$ cat config.mk
export PLATFORM = sky130hd
export DESIGN_NAME = cmlr_regs
export DESIGN_NICKNAME = d
export VERILOG_FILES = /design/src/shared/cmlr_pkg.sv /design/src/hw/cmlr_regs.sv /design/src/hw/cmlr_sync.sv
export SDC_FILE = /design/constraint.sdc
export NUM_CORES = 1
export LEC_CHECK = 0
export BUFFER_PORTS_ARGS = -buffer_cell sky130_fd_sc_hd__buf_2
export CAP_MARGIN = 0
export CORE_ASPECT_RATIO = 2
export CORE_MARGIN = 5
export CORE_UTILIZATION = 54
export DETAILED_ROUTE_END_ITERATION = 10
export PLACE_DENSITY = 0.83
export RECOVER_POWER = 50
export SYNTH_ARGS = -nofsm -noshare
export SYNTH_HDL_FRONTEND = slang
export SYNTH_SLANG_ARGS = --single-unit
export TNS_END_PERCENT = 100
$ cat constraint.sdc
create_clock -name mclk -period 1.9 [get_ports mclk]
set_input_delay 0.57 -clock mclk [delete_from_list [all_inputs] [get_ports mclk]]
set_output_delay 0.57 -clock mclk [all_outputs]
set_load 0.02 [all_outputs]
$ cat src/shared/cmlr_pkg.sv
// Purpose: Shared constants for the clock mux lock and loss register bank.
// Assumes: Byte-wide registers addressed by an 8-bit command code.
// Notes:   Offsets are the printed byte numbers.
package cmlr_pkg;

    localparam logic [7:0] CMLR_OFS_IMPEDANCE   = 8'h15;
    localparam logic [7:0] CMLR_OFS_COUPLING    = 8'h23;
    localparam logic [7:0] CMLR_OFS_PERM_GUARD  = 8'h26;
    localparam logic [7:0] CMLR_OFS_CLR_GUARD   = 8'h27;

    // Field positions in the coupling register
    localparam int CMLR_BIT_IN0_TERM  = 0;
    localparam int CMLR_BIT_IN0_BIAS  = 1;
    localparam int CMLR_BIT_IN1_TERM  = 2;
    localparam int CMLR_BIT_IN1_BIAS  = 3;

    // Field positions in the guard registers
    localparam int CMLR_BIT_PERM_GUARD = 0;
    localparam int CMLR_BIT_CLR_GUARD  = 0;
    localparam int CMLR_BIT_IN0_LOSS   = 1;
    localparam int CMLR_BIT_IN1_LOSS   = 2;

    localparam logic [3:0] CMLR_COUPLING_RST = 4'h0;
    localparam logic       CMLR_GUARD_RST    = 1'b0;
    localparam logic       CMLR_FLAG_RST     = 1'b0;

    // Cycles after reset before the synchronised strap is trusted
    localparam logic [1:0] CMLR_STRAP_SETTLE = 2'h3;
    localparam logic [3:0] CMLR_BITS_PER_BYTE = 4'h8;
    localparam logic [3:0] CMLR_LAST_TX_BIT   = 4'h7;

    typedef enum {
        CMLR_IDLE,
        CMLR_ADDR,
        CMLR_ADDR_ACK,
        CMLR_CMD,
        CMLR_CMD_ACK,
        CMLR_WDATA,
        CMLR_WDATA_ACK,
        CMLR_RDATA,
        CMLR_RDATA_ACK
    } cmlr_state_t;

endpackage : cmlr_pkg

$ cat src/hw/cmlr_regs.sv
// Purpose: SMBus slave with impedance, coupling, write guard and loss flag registers.
// Assumes: rst is the power-on reset; mclk far faster than SMBus clock.
// Notes:   No clock stretching; SDA is open drain as out/oe pair.
//
// Behaviour
// Once the permanent guard bit is written to one, every later register write is refused.
// The permanent guard bit stays set against all writes and only power-on reset clears it.
// The clearable guard bit blocks register writes while set, and a write of one clears it.
// The input 1 loss flag is set on loss of input 1 and held until a write of one clears it.
// The input 0 loss flag is set on loss of input 0 and held until a write of one clears it.
// Coupling bit 3 enables the input 1 bias resistor for AC coupling, zero after reset.
// Coupling bit 1 enables the input 0 bias resistor for AC coupling, zero after reset.
// Coupling bit 2 enables the input 1 termination, zero after reset.
// Coupling bit 0 enables the input 0 termination, zero after reset.
// The loss detector drives the active-low open-drain loss pin and sets the loss flags.
// The loss pin follows loss of the currently selected input only.
// Writes to the clearable guard byte still land while only the clearable guard is set.
// The impedance byte holds one select per output 8 to 15, loaded from the strap at power-up.
`timescale 1ns/1ps
`default_nettype none
module cmlr_regs
    import cmlr_pkg::*;
#(
    parameter logic [6:0] DEV_ADDR = 7'h68
) (
    input  wire logic       mclk,
    input  wire logic       rst,
    input  wire logic       scl_in,
    input  wire logic       sda_in,
    output var  logic       sda_out,
    output var  logic       sda_oe,
    input  wire logic [7:0] impedance_strap,
    input  wire logic       input0_loss_raw,
    input  wire logic       input1_loss_raw,
    input  wire logic       input_select,
    output var  logic       loss_pin_n_out,
    output var  logic       loss_pin_n_oe,
    output var  logic [7:0] upper_impedance_select,
    output var  logic       input0_termination_enable,
    output var  logic       input0_bias_enable,
    output var  logic       input1_termination_enable,
    output var  logic       input1_bias_enable
);

    // Synchronised pins
    logic       scl_s;
    logic       sda_s;
    logic       loss0_s;
    logic       loss1_s;
    logic       sel_s;
    logic [7:0] strap_s;

    cmlr_sync #(.WIDTH(2), .RESET_VAL(2'h3)) u_bus_sync (
        .mclk     (mclk),
        .rst      (rst),
        .async_in ({scl_in, sda_in}),
        .sync_out ({scl_s, sda_s})
    );

    cmlr_sync #(.WIDTH(11), .RESET_VAL(11'h000)) u_pin_sync (
        .mclk     (mclk),
        .rst      (rst),
        .async_in ({impedance_strap, input0_loss_raw, input1_loss_raw, input_select}),
        .sync_out ({strap_s, loss0_s, loss1_s, sel_s})
    );

    // Bus edge and condition detection
    logic scl_d_r;
    logic sda_d_r;

    always_ff @(posedge mclk) begin
        if (rst) begin
            scl_d_r <= 1'b1;
            sda_d_r <= 1'b1;
        end else begin
            scl_d_r <= scl_s;
            sda_d_r <= sda_s;
        end
    end

    wire scl_rise  = scl_s & ~scl_d_r;
    wire scl_fall  = ~scl_s & scl_d_r;
    wire bus_start = scl_s & scl_d_r & sda_d_r & ~sda_s;
    wire bus_stop  = scl_s & scl_d_r & ~sda_d_r & sda_s;

    // Protocol state
    cmlr_state_t state_r;
    logic [3:0]  bitcnt_r;
    logic [7:0]  shift_r;
    logic [7:0]  tx_r;
    logic [7:0]  ptr_r;
    logic        ack_seen_r;

    // Register state
    logic [7:0] impedance_r;
    logic [3:0] coupling_r;
    logic       perm_guard_r;
    logic       clr_guard_r;
    logic       loss0_flag_r;
    logic       loss1_flag_r;
    logic [1:0] strap_wait_r;
    logic       strap_done_r;

    wire byte_done   = (bitcnt_r == CMLR_BITS_PER_BYTE);
    wire addr_match  = (shift_r[7:1] == DEV_ADDR);
    wire data_in     = scl_fall & byte_done & (state_r == CMLR_WDATA);

    // Guard decode
    wire at_impedance = (ptr_r == CMLR_OFS_IMPEDANCE);
    wire at_coupling  = (ptr_r == CMLR_OFS_COUPLING);
    wire at_perm      = (ptr_r == CMLR_OFS_PERM_GUARD);
    wire at_clr       = (ptr_r == CMLR_OFS_CLR_GUARD);
    wire write_open   = ~perm_guard_r & (~clr_guard_r | at_clr);
    wire wr_fire      = data_in & write_open;
    wire wr_impedance = wr_fire & at_impedance;
    wire wr_coupling  = wr_fire & at_coupling;
    wire wr_perm      = wr_fire & at_perm;
    wire wr_clr       = wr_fire & at_clr;

    // Read selection
    wire [7:0] rd_coupling = {4'h0, coupling_r};
    wire [7:0] rd_perm     = {7'h00, perm_guard_r};
    wire [7:0] rd_clr      = {5'h00, loss1_flag_r, loss0_flag_r, clr_guard_r};

    // Every register value is an argument, so the wires below follow all of them
    function automatic logic [7:0] read_byte(input logic [7:0] ofs, input logic [7:0] imp_v,
                                             input logic [7:0] cpl_v, input logic [7:0] perm_v,
                                             input logic [7:0] clr_v);
        logic [7:0] val;
        val = 8'h00;
        if (ofs == CMLR_OFS_IMPEDANCE) begin
            val = imp_v;
        end else if (ofs == CMLR_OFS_COUPLING) begin
            val = cpl_v;
        end else if (ofs == CMLR_OFS_PERM_GUARD) begin
            val = perm_v;
        end else if (ofs == CMLR_OFS_CLR_GUARD) begin
            val = clr_v;
        end
        return val;
    endfunction : read_byte

    wire [7:0] ptr_inc     = ptr_r + 8'h01;
    wire [7:0] rd_now      = read_byte(ptr_r, impedance_r, rd_coupling, rd_perm, rd_clr);
    wire [7:0] rd_next     = read_byte(ptr_inc, impedance_r, rd_coupling, rd_perm, rd_clr);

    // Protocol engine
    always_ff @(posedge mclk) begin
        if (rst) begin
            state_r    <= CMLR_IDLE;
            bitcnt_r   <= 4'h0;
            shift_r    <= 8'h00;
            tx_r       <= 8'h00;
            ptr_r      <= 8'h00;
            ack_seen_r <= 1'b0;
            sda_oe     <= 1'b0;
        end else if (bus_start) begin
            state_r  <= CMLR_ADDR;
            bitcnt_r <= 4'h0;
            sda_oe   <= 1'b0;
        end else if (bus_stop) begin
            state_r <= CMLR_IDLE;
            sda_oe  <= 1'b0;
        end else if (scl_rise) begin
            if (state_r == CMLR_ADDR || state_r == CMLR_CMD || state_r == CMLR_WDATA) begin
                shift_r  <= {shift_r[6:0], sda_s};
                bitcnt_r <= bitcnt_r + 4'h1;
            end
            if (state_r == CMLR_RDATA_ACK) begin
                ack_seen_r <= ~sda_s;
            end
        end else if (scl_fall) begin
            case (state_r)
                CMLR_ADDR: begin
                    if (byte_done) begin
                        if (addr_match) begin
                            state_r <= CMLR_ADDR_ACK;
                            sda_oe  <= 1'b1;
                        end else begin
                            state_r <= CMLR_IDLE;
                        end
                    end
                end
                CMLR_ADDR_ACK: begin
                    bitcnt_r <= 4'h0;
                    if (shift_r[0]) begin
                        state_r <= CMLR_RDATA;
                        tx_r    <= rd_now;
                        sda_oe  <= ~rd_now[7];
                    end else begin
                        state_r <= CMLR_CMD;
                        sda_oe  <= 1'b0;
                    end
                end
                CMLR_CMD: begin
                    if (byte_done) begin
                        ptr_r   <= shift_r;
                        state_r <= CMLR_CMD_ACK;
                        sda_oe  <= 1'b1;
                    end
                end
                CMLR_CMD_ACK: begin
                    state_r  <= CMLR_WDATA;
                    bitcnt_r <= 4'h0;
                    sda_oe   <= 1'b0;
                end
                CMLR_WDATA: begin
                    // Refused writes are still acknowledged; the host reads back
                    if (byte_done) begin
                        state_r <= CMLR_WDATA_ACK;
                        sda_oe  <= 1'b1;
                    end
                end
                CMLR_WDATA_ACK: begin
                    state_r  <= CMLR_WDATA;
                    bitcnt_r <= 4'h0;
                    ptr_r    <= ptr_inc;
                    sda_oe   <= 1'b0;
                end
                CMLR_RDATA: begin
                    if (bitcnt_r == CMLR_LAST_TX_BIT) begin
                        state_r <= CMLR_RDATA_ACK;
                        sda_oe  <= 1'b0;
                    end else begin
                        bitcnt_r <= bitcnt_r + 4'h1;
                        tx_r     <= {tx_r[6:0], 1'b0};
                        sda_oe   <= ~tx_r[6];
                    end
                end
                CMLR_RDATA_ACK: begin
                    if (ack_seen_r) begin
                        state_r  <= CMLR_RDATA;
                        bitcnt_r <= 4'h0;
                        ptr_r    <= ptr_inc;
                        tx_r     <= rd_next;
                        sda_oe   <= ~rd_next[7];
                    end else begin
                        state_r <= CMLR_IDLE;
                    end
                end
                default: begin
                    state_r <= CMLR_IDLE;
                    sda_oe  <= 1'b0;
                end
            endcase
        end
    end

    // Strap capture after the synchroniser has settled
    always_ff @(posedge mclk) begin
        if (rst) begin
            strap_wait_r <= 2'h0;
            strap_done_r <= 1'b0;
        end else if (!strap_done_r) begin
            strap_wait_r <= strap_wait_r + 2'h1;
            strap_done_r <= (strap_wait_r == CMLR_STRAP_SETTLE);
        end
    end

    wire strap_load = ~strap_done_r & (strap_wait_r == CMLR_STRAP_SETTLE);

    always_ff @(posedge mclk) begin
        if (rst) begin
            impedance_r <= 8'h00;
        end else if (strap_load) begin
            impedance_r <= strap_s;
        end else if (wr_impedance) begin
            impedance_r <= shift_r;
        end
    end

    always_ff @(posedge mclk) begin
        if (rst) begin
            coupling_r <= CMLR_COUPLING_RST;
        end else if (wr_coupling) begin
            coupling_r <= shift_r[3:0];
        end
    end

    // Sticky: nothing but power-on reset lowers it
    always_ff @(posedge mclk) begin
        if (rst) begin
            perm_guard_r <= CMLR_GUARD_RST;
        end else if (wr_perm & shift_r[CMLR_BIT_PERM_GUARD]) begin
            perm_guard_r <= 1'b1;
        end
    end

    // Writing one toggles: arms the guard when clear, releases it when set
    wire clr_guard_nxt = (wr_clr & shift_r[CMLR_BIT_CLR_GUARD]) ? ~clr_guard_r
                                                                : clr_guard_r;

    // Detection wins over a clear in the same cycle
    wire clr_loss0    = wr_clr & shift_r[CMLR_BIT_IN0_LOSS];
    wire clr_loss1    = wr_clr & shift_r[CMLR_BIT_IN1_LOSS];
    wire loss0_flag_nxt = (loss0_flag_r & ~clr_loss0) | loss0_s;
    wire loss1_flag_nxt = (loss1_flag_r & ~clr_loss1) | loss1_s;

    always_ff @(posedge mclk) begin
        if (rst) begin
            clr_guard_r  <= CMLR_GUARD_RST;
            loss0_flag_r <= CMLR_FLAG_RST;
            loss1_flag_r <= CMLR_FLAG_RST;
        end else begin
            clr_guard_r  <= clr_guard_nxt;
            loss0_flag_r <= loss0_flag_nxt;
            loss1_flag_r <= loss1_flag_nxt;
        end
    end

    // Pin pulled low during reset, then follows the synchronised loss of the selected input
    wire sel_loss = sel_s ? loss1_s : loss0_s;

    always_ff @(posedge mclk) begin
        if (rst) begin
            loss_pin_n_oe <= 1'b1;
        end else begin
            loss_pin_n_oe <= sel_loss;
        end
    end

    assign loss_pin_n_out            = 1'b0;
    assign sda_out                   = 1'b0;
    assign upper_impedance_select    = impedance_r;
    assign input0_termination_enable = coupling_r[CMLR_BIT_IN0_TERM];
    assign input0_bias_enable        = coupling_r[CMLR_BIT_IN0_BIAS];
    assign input1_termination_enable = coupling_r[CMLR_BIT_IN1_TERM];
    assign input1_bias_enable        = coupling_r[CMLR_BIT_IN1_BIAS];

endmodule : cmlr_regs
`default_nettype wire

$ cat src/hw/cmlr_sync.sv
// Purpose: Two-flop synchroniser for a group of asynchronous levels.
// Assumes: Inputs are slow levels; no bus coherency is needed.
// Notes:   First stage is read only by the second stage.
`timescale 1ns/1ps
`default_nettype none
module cmlr_sync #(
    parameter int               WIDTH     = 1,
    parameter logic [WIDTH-1:0] RESET_VAL = '0
) (
    input  wire logic             mclk,
    input  wire logic             rst,
    input  wire logic [WIDTH-1:0] async_in,
    output var  logic [WIDTH-1:0] sync_out
);

    logic [WIDTH-1:0] meta_r;

    always_ff @(posedge mclk) begin
        if (rst) begin
            meta_r   <= RESET_VAL;
            sync_out <= RESET_VAL;
        end else begin
            meta_r   <= async_in;
            sync_out <= meta_r;
        end
    end

endmodule : cmlr_sync
`default_nettype wire

==> reports/metrics.yaml <==
synth_area_leaders: "dfxtp_1 (39%), nor2_1 (5.7%), mux2i_1 (5.5%), nor2b_1 (4.2%), ha_1 (3.3%)"
cp_top_family: "compound AO/OA/AOI/OAI gates"
core_area_um2: 7540
area_delta_synth_final_pct: 32.9
endpoint_kind: "flop"
wl_um: 13800
overflow: 0
finalSetupViolations: 17
ys_warn_count: 0
intPower_uw: 3070
utilization_pct: 73.3
power_density_nw_per_um2: 736
startpoint_type: "flop"
cts.path.max_buffers: 2
status: "finished with violations"
crit_start: "ptr_r[7]"
ys_seq_elements: 81
final.period_utilization_pct: 107
grt_pass1_wl_um: 20300
ant_nets: 0
cp_max_fo: 4
root_buffer: "clkbuf_16"
tritoncts: "done"
antenna_cells: 0
ios: 31
numClockSinks: 81
yosysSeqAreaShare_pct: 39.0
yosysTopAreaCell: "dfxtp_1"
netlist_instances: 480
holdBufCountCts: 0
final_cell_mix: "dfxtp_1 (70), nor2_1 (60), buf_4 (60), nand2_1 (29), buf_2 (29)"
p_comb_share_pct: 9.2
portBuffers: 28
die_w_um: 72.1
drive_gt1_share_pct: 36.7
finalInstanceArea_um2: 5530
syn_avg_cell_area_um2: 8.67
layout_setup_ws_ns: -0.130
reg2reg_from: "ptr_r[7]"
synth-async-reset-ratio_pct: 0
wl_per_cell_um: 20.8
drt-vias-per-instance: 6.41
violations: "setup timing"
vias: 4230
pwr-share-seq_pct: 44.7
htreeDepth: 3
cp.arrival_ns: 2.29
drt_iter0_markers: 259
fmax_mhz: 493
drv_slew: 0
max_cap_viol_count: 0
grtUsageTotal_pct: 27.0
finalHoldViolCount: 0
first_pass_iters: 5
insertion_delay_ns: 0.34
drc_errors: 0
synth_top_area_share_pct: 39.0
path_cells: "or3_4, buf_4, nor3_2, buf_4, a222oi_1, o311a_1, a211oi_2"
rsz0062_at_grt: "yes"
cts_buffers: 9
syn_area_um2: 4160
gp_congestion: 0.936
critPathSlowestCell: "or3_4"
grt_pass1_vias: 4246
hold_path.startpoint: "scl_in"
antenna_found_initial: 0
dp_hpwl_um: 8450
period_minus_slack_ns: 2.03
vdd_drop_max_uv: 1160
die-area_um2: 9670
hold_path_class: "input pin to flop"
nets: 588
synthFlopType: "dfxtp_1"
place_area_um2: 4710
leakagePower_uw: 0.00225
netSwitchingFraction_pct: 24.7
clk_pin_slew_ns: 0.06
worst_path_most_repeated_cell: "buf_4"
path_buf_inv: 2
rows: 45
clkPwrFrac_pct: 46.1
worst_path_largest_cell_delay_ns: 0.40
synth.distinct_cells: 70
grt_max_degree: 30
synth_edf_count: 0
place_ws_ns: -0.187
fp.dieH_um: 134
critPathRequiredTime_ns: 2.16
start_util_pct: 55.2
skew_ns: 0.00709
power_uw: 4070
worst-setup-path-type: "flop to flop"
p_switching_uw: 1000
layout_commonest_cell: "dfxtp_1"
area by class of cell:
cell class / instances / area (µm²)
fillers: 504 / 2010
multi-input cells: 352 / 2670
clock buffers: 9 / 225
flip-flops and latches: 81 / 1640
inverters: 18 / 70.1
clock inverters: 6 / 91.3
repair buffers: 100 / 723
well taps: 94 / 118
power by group through the flow:
stage          Combinational (µW)  Clock (µW)  Sequential, µW
2_1_floorplan                 206           0            1860
3_3_place_gp                  306           0            1850
3_5_place_dp                  319           0            1850
4_1_cts                       342        1880            1820
5_1_grt                       401        1960            1830
6_report                      375        1880            1820
through the flow:
| step | instances | hold slack, ns | TNS, ns |
|---|---|---|---|
| 4_1_cts | 654 | 0.409 | -0.0213 |
| 6_report | 660 | 0.409 | -1.02 |
| 2_1_floorplan | 481 | 0.389 | -0.0196 |
| 5_1_grt | 660 | 0.406 | -2.79 |
| 3_3_place_gp | 629 | 0.391 | -0.801 |
| 3_5_place_dp | 629 | 0.395 | -1.72 |
sequential cells by signal, summed over array words and instances (netlist names), 2 cells and up:
signal,flops
bitcnt_r,4
coupling_r,4
ptr_r,8
shift_r,8
state_r,4
strap_wait_r,2
tx_r,7
u_bus_sync.meta_r,2
u_bus_sync.sync_out,2
u_pin_sync.meta_r,11
u_pin_sync.sync_out,11
upper_impedance_select,8
path summary, 6_finish.rpt:
path,cells after the start,to,slack [ns]
max reg2reg,7,tx_r[1],-0.13
max,7,tx_r[1],-0.13
min,2,u_bus_sync.meta_r[1],0.41
min reg2reg,1,u_bus_sync.sync_out[0],0.41
worst register-to-register path, delay by kind of cell, from the launching register on:
| kind | cells | cell delay (ns) |
|---|---|---|
| AOI/OAI and AO/OA | 3 | 0.67 |
| and+or+nand+nor | 2 | 0.58 |
| buffers and inverters | 2 | 0.37 |
| DFF | 1 | 0.32 |
metal layers:
layer	part of all wire, %	global-route usage (%)	wire length, µm	vias to the layer above
met5	0	0	0	-
met1	33	25.3	4510	1988
li1	-	-	-	1881
met2	52	47.5	7090	244
met4	9.8	22.9	1340	0
met3	5.8	6.15	801	117
synth_stat cells, types with 5 or more instances:
library cell / instances
dfxtp_1: 81
nor2_1: 63
nand2_1: 31
nor2b_1: 28
mux2i_1: 23
a21oi_1: 19
inv_1: 18
o21ai_0: 18
a211oi_1: 14
clkbuf_1: 13
ha_1: 11
a22oi_1: 10
nand2b_1: 9
or2_2: 9
buf_2: 8
buf_4: 7
nand3_1: 7
o31ai_1: 7
and3b_1: 5
logic make-up after synthesis:
family | count (synthesis) | share of synthesized area [%]
buffers and inverters | 49 | 5.68
AO/OA/AOI/OAI | 121 | 21.2
AND/OR/NAND/NOR | 190 | 24.4
XOR/XNOR | 3 | 0.631
flip-flops | 81 | 39.0
multiplexers | 24 | 5.80
other | 1 | 0.0901
adder cells (fa/ha/maj) | 11 | 3.31
repair_timing:
action                                 CTS  global route
gates resized for setup                 45            62
setup endpoints to repair               20            36
pin swaps                               31            34
endpoints found under the hold margin    0             0
setup buffers                            8             4
cloned                                   2             2
(Power assumes the default switching activity.)
